<file path="config.mk">
export PLATFORM = sky130hd
export DESIGN_NAME = tpw_top
export DESIGN_NICKNAME = d
export VERILOG_FILES = /design/src/pkg/tpw_pkg.sv /design/src/verilog/tpw_top.sv
export SDC_FILE = /design/constraint.sdc
export NUM_CORES = 1
export LEC_CHECK = 0
export ABC_AREA = 1
export BUFFER_PORTS_ARGS = -buffer_cell sky130_fd_sc_hd__buf_2
export CORE_MARGIN = 5
export CORE_UTILIZATION = 55
export CTS_BUF_LIST = sky130_fd_sc_hd__clkbuf_8
export CTS_CLUSTER_DIAMETER = 150
export CTS_CLUSTER_SIZE = 30
export DETAILED_ROUTE_END_ITERATION = 7
export PLACE_DENSITY = 0.79
export SYNTH_ARGS = -nofsm -noshare
export SYNTH_HDL_FRONTEND = slang
export SYNTH_SLANG_ARGS = --single-unit
</file>
<file path="constraint.sdc">
create_clock -name mclk -period 2.6 [get_ports mclk]
set_clock_uncertainty 0.15 [all_clocks]
set_input_delay 0.26 -clock mclk [delete_from_list [all_inputs] [get_ports mclk]]
set_output_delay 0.26 -clock mclk [all_outputs]
set_load 0.05 [all_outputs]
</file>
<file path="src/pkg/tpw_pkg.sv">
/*
 * constants shared by the three-phase pwm block: register map, command bits,
 * field positions, reset values and timing counts.
 * assumes a 40 MHz peripheral clock and a 12-bit result converter.
 */
`default_nettype none
package tpw_pkg;
	// timing, in nanoseconds as specified; only the dead time is converted to clock cycles
	localparam int TPW_CLK_NS = 25;
	localparam int TPW_CARRIER_NS = 50000;
	localparam int TPW_DEAD_NS = 2000;
	// least time rounds up
	localparam int TPW_DEAD_CYC = (TPW_DEAD_NS + TPW_CLK_NS - 1) / TPW_CLK_NS;
	localparam int TPW_CNT_W = 12;
	localparam int TPW_DT_W = 8;
	localparam logic [TPW_CNT_W-1:0] TPW_PERIOD_CMP = 12'hca8;
	// carrier count value that is the trough compare match
	localparam logic [TPW_CNT_W-1:0] TPW_TROUGH_CMP = 12'h000;
	localparam int TPW_OC_SAMPLES = 16;
	localparam int TPW_RES_W = 12;
	// register offsets (byte addresses)
	localparam logic [7:0] TPW_ADDR_CMD = 8'h00;
	localparam logic [7:0] TPW_ADDR_STATUS = 8'h04;
	localparam logic [7:0] TPW_ADDR_DUTY_U = 8'h08;
	localparam logic [7:0] TPW_ADDR_DUTY_V = 8'h0c;
	localparam logic [7:0] TPW_ADDR_DUTY_W = 8'h10;
	localparam logic [7:0] TPW_ADDR_RES_VDC = 8'h14;
	localparam logic [7:0] TPW_ADDR_RES_IU = 8'h18;
	localparam logic [7:0] TPW_ADDR_RES_IW = 8'h1c;
	localparam logic [7:0] TPW_ADDR_IRQ_STAT = 8'h20;
	localparam logic [7:0] TPW_ADDR_IRQ_MASK = 8'h24;
	// command register bit positions (write one to act)
	localparam int TPW_CMD_START = 0;
	localparam int TPW_CMD_STOP = 1;
	localparam int TPW_CMD_OUT_ON = 2;
	localparam int TPW_CMD_OUT_OFF = 3;
	localparam int TPW_CMD_ADC_ON = 4;
	localparam int TPW_CMD_ADC_OFF = 5;
	localparam int TPW_CMD_CLR_STOP = 6;
	// interrupt status bit positions
	localparam int TPW_IRQ_CONV = 0;
	localparam int TPW_IRQ_OFF = 1;
	localparam logic [3:0] TPW_LVL_CONV = 4'ha;
	localparam logic [3:0] TPW_LVL_OFF = 4'hf;
	// converter channel numbers
	localparam logic [1:0] TPW_CH_U = 2'h0;
	localparam logic [1:0] TPW_CH_W = 2'h2;
	localparam logic [1:0] TPW_CH_VDC = 2'h3;
	// reset values
	localparam logic [TPW_CNT_W-1:0] TPW_DUTY_RST = 12'h000;
	localparam logic [1:0] TPW_MASK_RST = 2'h0;
	typedef enum logic [1:0] {TPW_ADC_IDLE, TPW_ADC_VDC, TPW_ADC_IU, TPW_ADC_IW} tpw_adc_type;
endpackage
`default_nettype wire

</file>
<file path="src/verilog/tpw_top.sv">
/*
 * three-phase complementary pwm generator with dead time, trough duty
 * reload, trough conversion sequencing and an overcurrent stop latch.
 * assumes: one 40 MHz clock; the stop pin is asynchronous; the converter
 * runs on mclk, takes one start pulse and answers with one valid pulse.
 */
`default_nettype none
module tpw_top
	import tpw_pkg::*;
#(
	parameter int CNT_W = TPW_CNT_W,
	parameter logic [TPW_CNT_W-1:0] PERIOD = TPW_PERIOD_CMP,
	parameter int DEAD_CYC = TPW_DEAD_CYC,
	parameter int OC_SAMPLES = TPW_OC_SAMPLES
)
(
	input wire logic mclk, // 40 MHz clock
	input wire logic rst_n, // synchronous reset, low active
	input wire logic [7:0] reg_addr, // register byte address
	input wire logic [31:0] reg_wdata, // write data
	input wire logic reg_wr, // write strobe
	input wire logic reg_rd, // read strobe
	output logic [31:0] reg_rdata, // read data, cycle after strobe
	input wire logic overcurrent_stop_input_n, // async stop pin, low requests stop
	output logic gate_up, // U upper, second channel D pin
	output logic gate_un, // U lower, second channel B pin
	output logic gate_vp, // V upper, second channel C pin
	output logic gate_vn, // V lower, second channel A pin
	output logic gate_wp, // W upper, first channel D pin
	output logic gate_wn, // W lower, first channel B pin
	output logic trough_conversion_trigger, // one-cycle pulse at trough, only while conversions are enabled
	output logic adc_start, // one-cycle conversion start
	output logic [1:0] adc_channel, // channel for current conversion
	input wire logic [TPW_RES_W-1:0] adc_data, // conversion result
	input wire logic adc_valid, // one-cycle result strobe
	output logic irq, // level interrupt
	output logic [3:0] irq_level // priority of highest pending source
);
	// carrier and control state
	logic [CNT_W-1:0] cnt_q, cnt_d;
	logic up_q, up_d;
	logic run_q, out_en_q, adc_en_q, stop_q, short_q;
	logic [CNT_W-1:0] buf_q [3];
	logic [CNT_W-1:0] act_q [3];
	logic [TPW_RES_W-1:0] res_vdc_q, res_iu_q, res_iw_q;
	logic [1:0] istat_q, istat_d, imask_q;
	logic [31:0] rdata_q, rdata_d;
	logic [5:0] gate_q, gate_d;
	logic trig_q, start_q;
	logic [1:0] chan_q;
	logic irq_q;
	logic [3:0] lvl_q;
	tpw_adc_type adc_st_q, adc_st_d;
	// stop pin synchroniser and filter
	logic oc_meta_q, oc_sync_q, oc_armed_q;
	logic [4:0] oc_cnt_q;

	// register decode
	wire wr_cmd = reg_wr && (reg_addr == TPW_ADDR_CMD);
	wire wr_du = reg_wr && (reg_addr == TPW_ADDR_DUTY_U);
	wire wr_dv = reg_wr && (reg_addr == TPW_ADDR_DUTY_V);
	wire wr_dw = reg_wr && (reg_addr == TPW_ADDR_DUTY_W);
	wire wr_istat = reg_wr && (reg_addr == TPW_ADDR_IRQ_STAT);
	wire wr_imask = reg_wr && (reg_addr == TPW_ADDR_IRQ_MASK);
	wire cmd_start = wr_cmd && reg_wdata[TPW_CMD_START];
	wire cmd_stop = wr_cmd && reg_wdata[TPW_CMD_STOP];
	wire cmd_out_on = wr_cmd && reg_wdata[TPW_CMD_OUT_ON];
	wire cmd_out_off = wr_cmd && reg_wdata[TPW_CMD_OUT_OFF];
	wire cmd_adc_on = wr_cmd && reg_wdata[TPW_CMD_ADC_ON];
	wire cmd_adc_off = wr_cmd && reg_wdata[TPW_CMD_ADC_OFF];
	wire cmd_clr_stop = wr_cmd && reg_wdata[TPW_CMD_CLR_STOP];
	wire [CNT_W-1:0] wr_duty = reg_wdata[CNT_W-1:0];

	// trough is the compare match of the falling count with the bottom value
	wire trough = run_q && !up_q && (cnt_q == TPW_TROUGH_CMP);

	// up-down carrier; holds its value while halted
	always_comb
	begin
		cnt_d = cnt_q;
		up_d = up_q;
		if (run_q)
		begin
			if (up_q)
			begin
				if (cnt_q >= PERIOD)
				begin
					up_d = 1'b0;
					cnt_d = cnt_q - 1'b1;
				end
				else
					cnt_d = cnt_q + 1'b1;
			end
			else if (cnt_q == TPW_TROUGH_CMP)
			begin
				up_d = 1'b1;
				cnt_d = cnt_q + 1'b1;
			end
			else
				cnt_d = cnt_q - 1'b1;
		end
	end

	// overcurrent: falling edge arms a run of low samples; the sixteenth acts
	wire oc_fire = oc_armed_q && !oc_sync_q && (oc_cnt_q == 5'(OC_SAMPLES - 1));

	// shoot-through: both switches of any pair high on the pins
	wire shoot = (gate_q[0] && gate_q[1]) || (gate_q[2] && gate_q[3]) || (gate_q[4] && gate_q[5]);

	// stop latch: a new trip wins over a clear in the same cycle
	wire stop_set = oc_fire || shoot;
	wire gates_allowed = run_q && out_en_q && !stop_q && !stop_set;

	// dead-time generation, one instance per phase
	wire [CNT_W-1:0] duty_now [3];
	wire [2:0] hi_w, lo_w;
	assign duty_now[0] = act_q[0];
	assign duty_now[1] = act_q[1];
	assign duty_now[2] = act_q[2];
	genvar gi;
	generate
		for (gi = 0; gi < 3; gi = gi + 1)
		begin : g_phase
			logic raw_q;
			logic [TPW_DT_W-1:0] dt_q;
			// upper leg wanted while duty exceeds the carrier
			wire raw_w = duty_now[gi] > cnt_q;
			// on each change both legs rest off for the dead time
			always_ff @(posedge mclk)
			begin
				if (!rst_n)
				begin
					raw_q <= 1'b0;
					dt_q <= TPW_DT_W'(DEAD_CYC);
				end
				else if (raw_w != raw_q)
				begin
					raw_q <= raw_w;
					dt_q <= TPW_DT_W'(DEAD_CYC);
				end
				else if (dt_q != '0)
					dt_q <= dt_q - 1'b1;
			end
			assign hi_w[gi] = raw_q && (dt_q == '0);
			assign lo_w[gi] = !raw_q && (dt_q == '0);
		end
	endgenerate

	// pin order {wn, wp, vn, vp, un, up}; high means switch on
	assign gate_d = gates_allowed ? {lo_w[2], hi_w[2], lo_w[1], hi_w[1], lo_w[0], hi_w[0]} : 6'h00;

	// conversion sequencer: bus voltage, then U current, then W current
	wire seq_go = trough && adc_en_q && (adc_st_q == TPW_ADC_IDLE);
	wire seq_done = adc_valid && (adc_st_q == TPW_ADC_IW);
	always_comb
	begin
		adc_st_d = adc_st_q;
		case (adc_st_q)
			TPW_ADC_IDLE:
				if (seq_go)
					adc_st_d = TPW_ADC_VDC;
			TPW_ADC_VDC:
				if (adc_valid)
					adc_st_d = TPW_ADC_IU;
			TPW_ADC_IU:
				if (adc_valid)
					adc_st_d = TPW_ADC_IW;
			TPW_ADC_IW:
				if (adc_valid)
					adc_st_d = TPW_ADC_IDLE;
			default:
				adc_st_d = TPW_ADC_IDLE;
		endcase
	end
	wire seq_next = adc_valid && (adc_st_q == TPW_ADC_VDC || adc_st_q == TPW_ADC_IU);
	wire [1:0] chan_d = seq_go ? TPW_CH_VDC : ((adc_st_q == TPW_ADC_VDC) ? TPW_CH_U : TPW_CH_W);

	// sticky interrupt status, write one to clear; a fresh event wins
	wire conv_evt = seq_done && adc_en_q;
	wire [1:0] evt = {oc_fire || shoot, conv_evt};
	assign istat_d = (istat_q & ~(wr_istat ? reg_wdata[1:0] : 2'h0)) | evt;
	wire [1:0] pend = istat_d & imask_q;
	// overcurrent source outranks conversion done
	wire [3:0] lvl_d = pend[TPW_IRQ_OFF] ? TPW_LVL_OFF : (pend[TPW_IRQ_CONV] ? TPW_LVL_CONV : 4'h0);

	// read mux; unmapped addresses read zero
	wire [31:0] status_w = {26'h000_0000, adc_st_q != TPW_ADC_IDLE, short_q, stop_q, adc_en_q, out_en_q, run_q};
	always_comb
	begin
		rdata_d = 32'h0000_0000;
		if (reg_rd)
		begin
			case (reg_addr)
				TPW_ADDR_STATUS: rdata_d = status_w;
				TPW_ADDR_DUTY_U: rdata_d = 32'(buf_q[0]);
				TPW_ADDR_DUTY_V: rdata_d = 32'(buf_q[1]);
				TPW_ADDR_DUTY_W: rdata_d = 32'(buf_q[2]);
				TPW_ADDR_RES_VDC: rdata_d = 32'(res_vdc_q);
				TPW_ADDR_RES_IU: rdata_d = 32'(res_iu_q);
				TPW_ADDR_RES_IW: rdata_d = 32'(res_iw_q);
				TPW_ADDR_IRQ_STAT: rdata_d = 32'(istat_q);
				TPW_ADDR_IRQ_MASK: rdata_d = 32'(imask_q);
				default: rdata_d = 32'h0000_0000;
			endcase
		end
	end

	// carrier counter
	always_ff @(posedge mclk)
	begin
		if (!rst_n)
		begin
			cnt_q <= TPW_TROUGH_CMP;
			up_q <= 1'b0;
		end
		else
		begin
			cnt_q <= cnt_d;
			up_q <= up_d;
		end
	end

	// software control bits; stop wins over start if both are written
	always_ff @(posedge mclk)
	begin
		if (!rst_n)
		begin
			run_q <= 1'b0;
			out_en_q <= 1'b0;
			adc_en_q <= 1'b0;
		end
		else
		begin
			if (cmd_stop)
				run_q <= 1'b0;
			else if (cmd_start)
				run_q <= 1'b1;
			// a trip drops the enable so re-enabling is a deliberate act
			if (stop_set || cmd_out_off)
				out_en_q <= 1'b0;
			else if (cmd_out_on)
				out_en_q <= 1'b1;
			if (cmd_adc_off)
				adc_en_q <= 1'b0;
			else if (cmd_adc_on)
				adc_en_q <= 1'b1;
		end
	end

	// stop latch and shoot-through flag
	always_ff @(posedge mclk)
	begin
		if (!rst_n)
		begin
			stop_q <= 1'b0;
			short_q <= 1'b0;
		end
		else
		begin
			if (stop_set)
				stop_q <= 1'b1;
			else if (cmd_clr_stop)
				stop_q <= 1'b0;
			if (shoot)
				short_q <= 1'b1;
			else if (cmd_clr_stop)
				short_q <= 1'b0;
		end
	end

	// duty buffers and trough reload
	always_ff @(posedge mclk)
	begin
		if (!rst_n)
		begin
			for (int i = 0; i < 3; i++)
			begin
				buf_q[i] <= TPW_DUTY_RST;
				act_q[i] <= TPW_DUTY_RST;
			end
		end
		else
		begin
			if (wr_du)
				buf_q[0] <= wr_duty;
			if (wr_dv)
				buf_q[1] <= wr_duty;
			if (wr_dw)
				buf_q[2] <= wr_duty;
			if (trough)
			begin
				for (int i = 0; i < 3; i++)
					act_q[i] <= buf_q[i];
			end
		end
	end

	// stop pin: two flops, then edge arm and sample count
	always_ff @(posedge mclk)
	begin
		if (!rst_n)
		begin
			oc_meta_q <= 1'b1;
			oc_sync_q <= 1'b1;
			oc_armed_q <= 1'b0;
			oc_cnt_q <= 5'h00;
		end
		else
		begin
			oc_meta_q <= overcurrent_stop_input_n;
			oc_sync_q <= oc_meta_q;
			// a level held low is ignored until the pin has been high again
			if (oc_sync_q)
			begin
				oc_armed_q <= 1'b1;
				oc_cnt_q <= 5'h00;
			end
			else if (oc_fire)
				oc_armed_q <= 1'b0;
			else if (oc_armed_q)
				oc_cnt_q <= oc_cnt_q + 1'b1;
		end
	end

	// conversion sequencer and result holding
	always_ff @(posedge mclk)
	begin
		if (!rst_n)
		begin
			adc_st_q <= TPW_ADC_IDLE;
			start_q <= 1'b0;
			chan_q <= TPW_CH_VDC;
			trig_q <= 1'b0;
			res_vdc_q <= '0;
			res_iu_q <= '0;
			res_iw_q <= '0;
		end
		else
		begin
			adc_st_q <= adc_st_d;
			trig_q <= trough && adc_en_q;
			start_q <= seq_go || seq_next;
			if (seq_go || seq_next)
				chan_q <= chan_d;
			if (adc_valid && adc_st_q == TPW_ADC_VDC)
				res_vdc_q <= adc_data;
			if (adc_valid && adc_st_q == TPW_ADC_IU)
				res_iu_q <= adc_data;
			if (seq_done)
				res_iw_q <= adc_data;
		end
	end

	// interrupt registers and outputs
	always_ff @(posedge mclk)
	begin
		if (!rst_n)
		begin
			istat_q <= 2'h0;
			imask_q <= TPW_MASK_RST;
			irq_q <= 1'b0;
			lvl_q <= 4'h0;
			rdata_q <= 32'h0000_0000;
			gate_q <= 6'h00;
		end
		else
		begin
			istat_q <= istat_d;
			if (wr_imask)
				imask_q <= reg_wdata[1:0];
			irq_q <= |pend;
			lvl_q <= lvl_d;
			rdata_q <= rdata_d;
			gate_q <= gate_d;
		end
	end

	// pin mapping: U on second channel B/D, V on its A/C, W on first B/D
	assign gate_up = gate_q[0];
	assign gate_un = gate_q[1];
	assign gate_vp = gate_q[2];
	assign gate_vn = gate_q[3];
	assign gate_wp = gate_q[4];
	assign gate_wn = gate_q[5];
	assign reg_rdata = rdata_q;
	assign trough_conversion_trigger = trig_q;
	assign adc_start = start_q;
	assign adc_channel = chan_q;
	assign irq = irq_q;
	assign irq_level = lvl_q;
endmodule
`default_nettype wire

</file>
**Word level (Yosys, flattened, before mapping)**

Memories as Yosys holds them, arrays and structs flattened.
Index checks and enable logic that the tools add are counted.

- Memory bits (writable): 72
- Input bits: 58
- Register bits after elaboration: 142
- Output and inout port bits: 47
- Memories kept: 2

Memories:

| memory | depth | bits a word | rd ports | clocked after memory_dff | wr ports | line | source |
|---|---|---|---|---|---|---|---|
| act_q | 3 | 12 | 3 | 0 | 3 | tpw_top.sv:44 | `logic [CNT_W-1:0] act_q [3];` |
| buf_q | 3 | 12 | 3 | 0 | 3 | tpw_top.sv:43 | `logic [CNT_W-1:0] buf_q [3];` |

- Muxes and demuxes: 41
- Bitwise gates (word level): 12
- Order comparisons: 4
- Add/subtract/negate cells: 6
- Equal/unequal tests: 20
- Reduce and logical (&&, ||, !) cells: 74

Operators by type and width:

| kind | count |
|---|---|
| 2-to-1 mux 12 bit | 9 |
| case mux 12 bit (9 select lines) | 1 |
| greater-than comparator 12 bit | 3 |
| logical AND 1 bit | 36 |
| equality test 8 x 5 -> 1 bit (second input constant) | 4 |
| zero test 8 bit | 4 |
| nonzero test 8 bit | 3 |
| subtractor 8 x 1 -> 8 bit (second input constant) | 3 |
| 2-to-1 mux 1 bit | 21 |
| equality test 8 x 4 -> 1 bit (second input constant) | 2 |
| equality test 8 x 6 -> 1 bit (second input constant) | 2 |
| OR reduction 2 bit | 8 |
| 2-to-1 mux 2 bit | 7 |
| adder 12 x 1 -> 12 bit (second input constant) | 1 |
| greater-or-equal comparator 12 bit (second input constant) | 1 |
| zero test 12 bit | 1 |
| subtractor 12 x 1 -> 12 bit (second input constant) | 1 |
| equality test 8 x 3 -> 1 bit (second input constant) | 1 |
| 2-to-1 mux 4 bit | 2 |
| inequality test 2 bit (second input constant) | 4 |
| case mux 2 bit (4 select lines) | 1 |
| nonzero test 2 bit | 4 |
| zero test 1 bit | 7 |
| logical OR 1 bit | 6 |
| 13 further kinds | 25 |

**Logic depth before layout (Yosys ltp)**

- Word-level depth: 9
- Depth in mapped cells: 13
- Gate-level depth less buffers: 13

**Least setup slack after synthesis**

OpenSTA, ideal clock, no wires.

- Path type: reg-to-reg
- From: register cnt_q[0]
- To: memory act_q[0][0] (netlist bit), enable pin
- Cell stages (with the launch flop): 7
- Library setup time: 394 ps
- Data required time: 2056 ps
- Data arrival time: 1866 ps
- Path buffers: 0
- Slack: 190 ps
- Period minus slack after synthesis: 2410 ps
- Path through: dfxtp_1 inv_1 ha_1 nand2_2 nor2_4 nand3_4 nand2_1

RTL lines:

| item | line | source |
|---|---|---|
| from (decl) | tpw_top.sv:40 | `logic [CNT_W-1:0] cnt_q, cnt_d;` |
| from (signal assigned) | tpw_top.sv:218 | `cnt_q <= cnt_d;` |
| to (decl) | tpw_top.sv:44 |  |

**Worst setup path after layout**

- From: register cnt_q[11]
- To: register g_phase[1].dt_q[1]

- Word-level cells in the longest chain between the ends: 3

RTL lines:

| item | line | source |
|---|---|---|
| greater-than comparator 12 bit | tpw_top.sv:127 | `wire raw_w = duty_now[gi] > cnt_q;` |
| inequality test 1 bit | tpw_top.sv:136 | `else if (raw_w != raw_q)` |
| OR reduction 2 bit (no line) | -- |  |
| to (signal assigned) | tpw_top.sv:134 | `dt_q <= TPW_DT_W'(DEAD_CYC);` |
| to (signal assigned) | tpw_top.sv:139 | `dt_q <= TPW_DT_W'(DEAD_CYC);` |
| to (signal assigned) | tpw_top.sv:142 | `dt_q <= dt_q - 1'b1;` |
| to (decl) | tpw_top.sv:125 | `logic [TPW_DT_W-1:0] dt_q;` |

No other way between the ends.
A chain may end at the register's enable or synchronous reset.

==> results_dict.tcl <==
set metrics [dict create \
    cp_data_arrival_time_ns 2.63 \
    core_sq_um 17200 \
    fin_setup_tns_ns 0 \
    fmax_ghz 0.416 \
    irDropWorstVdd_uv 428 \
    num_rows 48 \
    htreeDepth 4 \
    start_util_pct 55.7 \
    cts_inserted_buffers 17 \
    yosysWarnings 0 \
    regArea_sq_um 4550 \
    grt_pass1_wl_um 34000 \
    dpl.cell_count 1432 \
    ant_nets 0 \
    synth_seq_cells 191 \
    critPathMaxFanout 7 \
    cap_violations 0 \
    wire_per_inst_um 13.8 \
    syn_avg_cell_area_sq_um 8.25 \
    worstPathRequired_ns 2.83 \
    clockBufferDepth 2 \
    cts_num_sinks 191 \
    critPathKind "reg -> reg" \
    hold_viol 0 \
    yosysSeqAreaShare_pct 47.5 \
    hpwl_um 15500 \
    min_period_ns 2.40 \
    io_pins 105 \
    hold_path.class "in -> reg" \
    p_per_area_nw_per_um2 558 \
    wl_met1_um 8970 \
    finalNetCount 1355 \
    synthDistinctLibCells 46 \
    drt_wl_total_um 20400 \
    portBuffers 64 \
    die_area_sq_um 20100 \
    area_growth_pct 11.5 \
    dr_total_vias 7745 \
    finalMaxSlewViolations 0 \
    multi_input_area_sq_um 4130 \
    fill_cells 1436 \
    grt-ovfl-total 0 \
    grt_max_degree 40 \
    diodes 0 \
    dr_wl_met3_um 996 \
    hold_ws_ns 0.0317 \
    grt_pass1_vias 7308 \
    layout-drive-gt1-share_pct 13.3 \
    root_buffer "clkbuf_8" \
    rsz0062_at_grt "false" \
    insertion_delay_ns 0.46 \
    status "complete, no violations" \
    start_kind "flop" \
    worstMarginPinSlew_ns 0.760 \
    dr.max_layer_used "met4" \
    setup_viol 0 \
    clk_pin_slew_ns 0.10 \
    fp.dieH_um 142 \
    via_per_inst 5.21 \
    cts_tree "built" \
    p_leak_nw 4.69 \
    cts_setup_buffers 0 \
    stdcell_count 1487 \
    slew-limit-headroom_pct 49.3 \
    grtUsageTotal_pct 20.7 \
    route.met2.wl_um 10100 \
    antenna_found_initial 0 \
    fp.dieW_um 142 \
    firstDrtPassIters 7 \
    fin_crit_sh_pct 92.5 \
    drt_iter0_drc 663 \
    crit_path_end_kind "flop" \
    netlist_area_sq_um 9570 \
    drc 0 \
    globalplace.congestion 0.912 \
    synthCells 1160 \
]
[cell usage after synthesis (all sizes together)]
cell / number / area [sq um]
nor2: 196 / 816
o21ai: 77 / 389
or2: 5 / 31.3
nor3: 28 / 166
o211ai: 3 / 27.5
a31oi: 3 / 18.8
o22ai: 12 / 75.1
edfxtp: 72 / 2160
clkbuf: 12 / 45.0
dfxtp: 119 / 2380
a21o: 1 / 7.51
a21boi: 1 / 7.51
o21a: 3 / 22.5
nand4: 25 / 171
a211oi: 4 / 30.0
nand2: 185 / 717
conb: 1 / 3.75
nor4: 1 / 6.26
nand3: 65 / 390
buf: 39 / 294
a21oi: 66 / 334
xor2: 20 / 175
inv: 166 / 626
clkinv: 1 / 3.75
ha: 48 / 601
o21bai: 4 / 41.3
xnor2: 3 / 26.3
[state kept, by name, summed over array words and instances (netlist names), 2 cells and up]
signal and flops:
g_phase.dt_q 24, adc_channel 2, res_iw_q 12, irq_level 2, imask_q 2, act_q 36, buf_q 36, g_phase.raw_q 3
res_iu_q 12, istat_q 2, cnt_q 12, res_vdc_q 12, oc_cnt_q 5, adc_st_q 2, reg_rdata 12, gate_q 6
[final cells by class]
cell class / instances / share of cell area (%)
tap: 225 / 2.64
clock inverter: 13 / 1.41
timing repair buffer: 102 / 6.33
inverter: 167 / 5.90
multi-input combinational: 770 / 38.7
sequential: 191 / 42.6
clock buffer: 19 / 2.45
[per-layer routing]
layer	track usage [%]	up-vias
met2	35.7	220
met5	0	-
li1	-	3909
met3	4.08	42
met4	7.12	0
met1	26.1	3574
[where the power goes]
| group | leakage, nW | total (W) | internal, W | switching (W) |
|---|---|---|---|---|
| clock network | 0.209 | 0.00199 | 0.000928 | 0.00107 |
| registers | 1.68 | 0.00328 | 0.00322 | 0.0000626 |
| logic | 2.80 | 0.000677 | 0.000232 | 0.000445 |
[timing repair]
action / in CTS / in global routing
endpoints found under the hold margin: 50 / 0
setup endpoints to repair: 0 / 3
hold buffers: 23 / 0
gates resized for setup: 0 / 1
[cells by family (layout without fill, tap and decap cells)]
| group | after synthesis | in the layout | share of synthesized area [%] |
|---|---|---|---|
| AND/OR/NAND/NOR | 505 | 505 | 24.0 |
| XOR/XNOR | 23 | 23 | 2.10 |
| adder cells (fa/ha/maj) | 48 | 48 | 6.28 |
| flip-flops | 191 | 191 | 47.5 |
| AO/OA/AOI/OAI | 174 | 174 | 9.96 |
| other | 1 | 20 | 0.0392 |
| buffers and inverters | 218 | 301 | 10.1 |
[cells in the final DEF (no fill, tap or decap), types with 3 or more instances in the layout]
master and instances:
o21ai_1 11, nor2_1 180, inv_2 8, nor2_2 8, nor2_4 8, nand3_2 8, dfxtp_1 118, nand4_1 24
nor3_1 24, or2_2 4, buf_4 14, o21a_1 3, inv_6 4, nand2_2 9, nand3_1 55, nand2_1 176
edfxtp_1 72, clkbuf_8 19, o21bai_1 3, nor3_2 3, a21oi_1 65, xnor2_1 3, buf_2 64, o22ai_1 12
o21ai_0 65, ha_1 48, conb_1 20, dlygate4sd3_1 23, xor2_1 20, a211oi_1 4, a31oi_1 3, inv_1 158
[stage by stage]
stage / power, W / area, sq um / worst slack [ns] / util [%]
after global routing: 0.00622 / 10700 / 0.00225 / 62.1
final: 0.00596 / 10700 / 0.196 / 62.1
after floorplan: 0.00385 / 9640 / 0.190 / -
after global placement: 0.00397 / 10000 / 0.343 / 58.4
after detailed placement: 0.00400 / 10000 / 0.283 / 58.4
after CTS: 0.00599 / 10700 / 0.224 / 62.1
[final timing paths]
kind | from | endpoint | slack [ns] | cells past startpoint
worst max-delay path | cnt_q[11] | g_phase[1].dt_q[1] | 0.20 | 10
worst max register to register | cnt_q[11] | g_phase[1].dt_q[1] | 0.20 | 10
worst min register to register | oc_meta_q | oc_sync_q | 0.28 | 1
worst min-delay path | reg_wdata[7] | buf_q[0][31] | 0.03 | 3
[critical path, cell delays in order (launching register included)]
cell	delay, ns
dfxtp_1	0.50
inv_1	0.18
ha_1	0.35
nand4_1	0.14
nor2_1	0.20
nand2_1	0.08
nand3_1	0.10
nand2_1	0.08
nand2_1	0.10
nand3_1	0.23
nor2_1	0.20
Power figures use the tool's default switching activity.
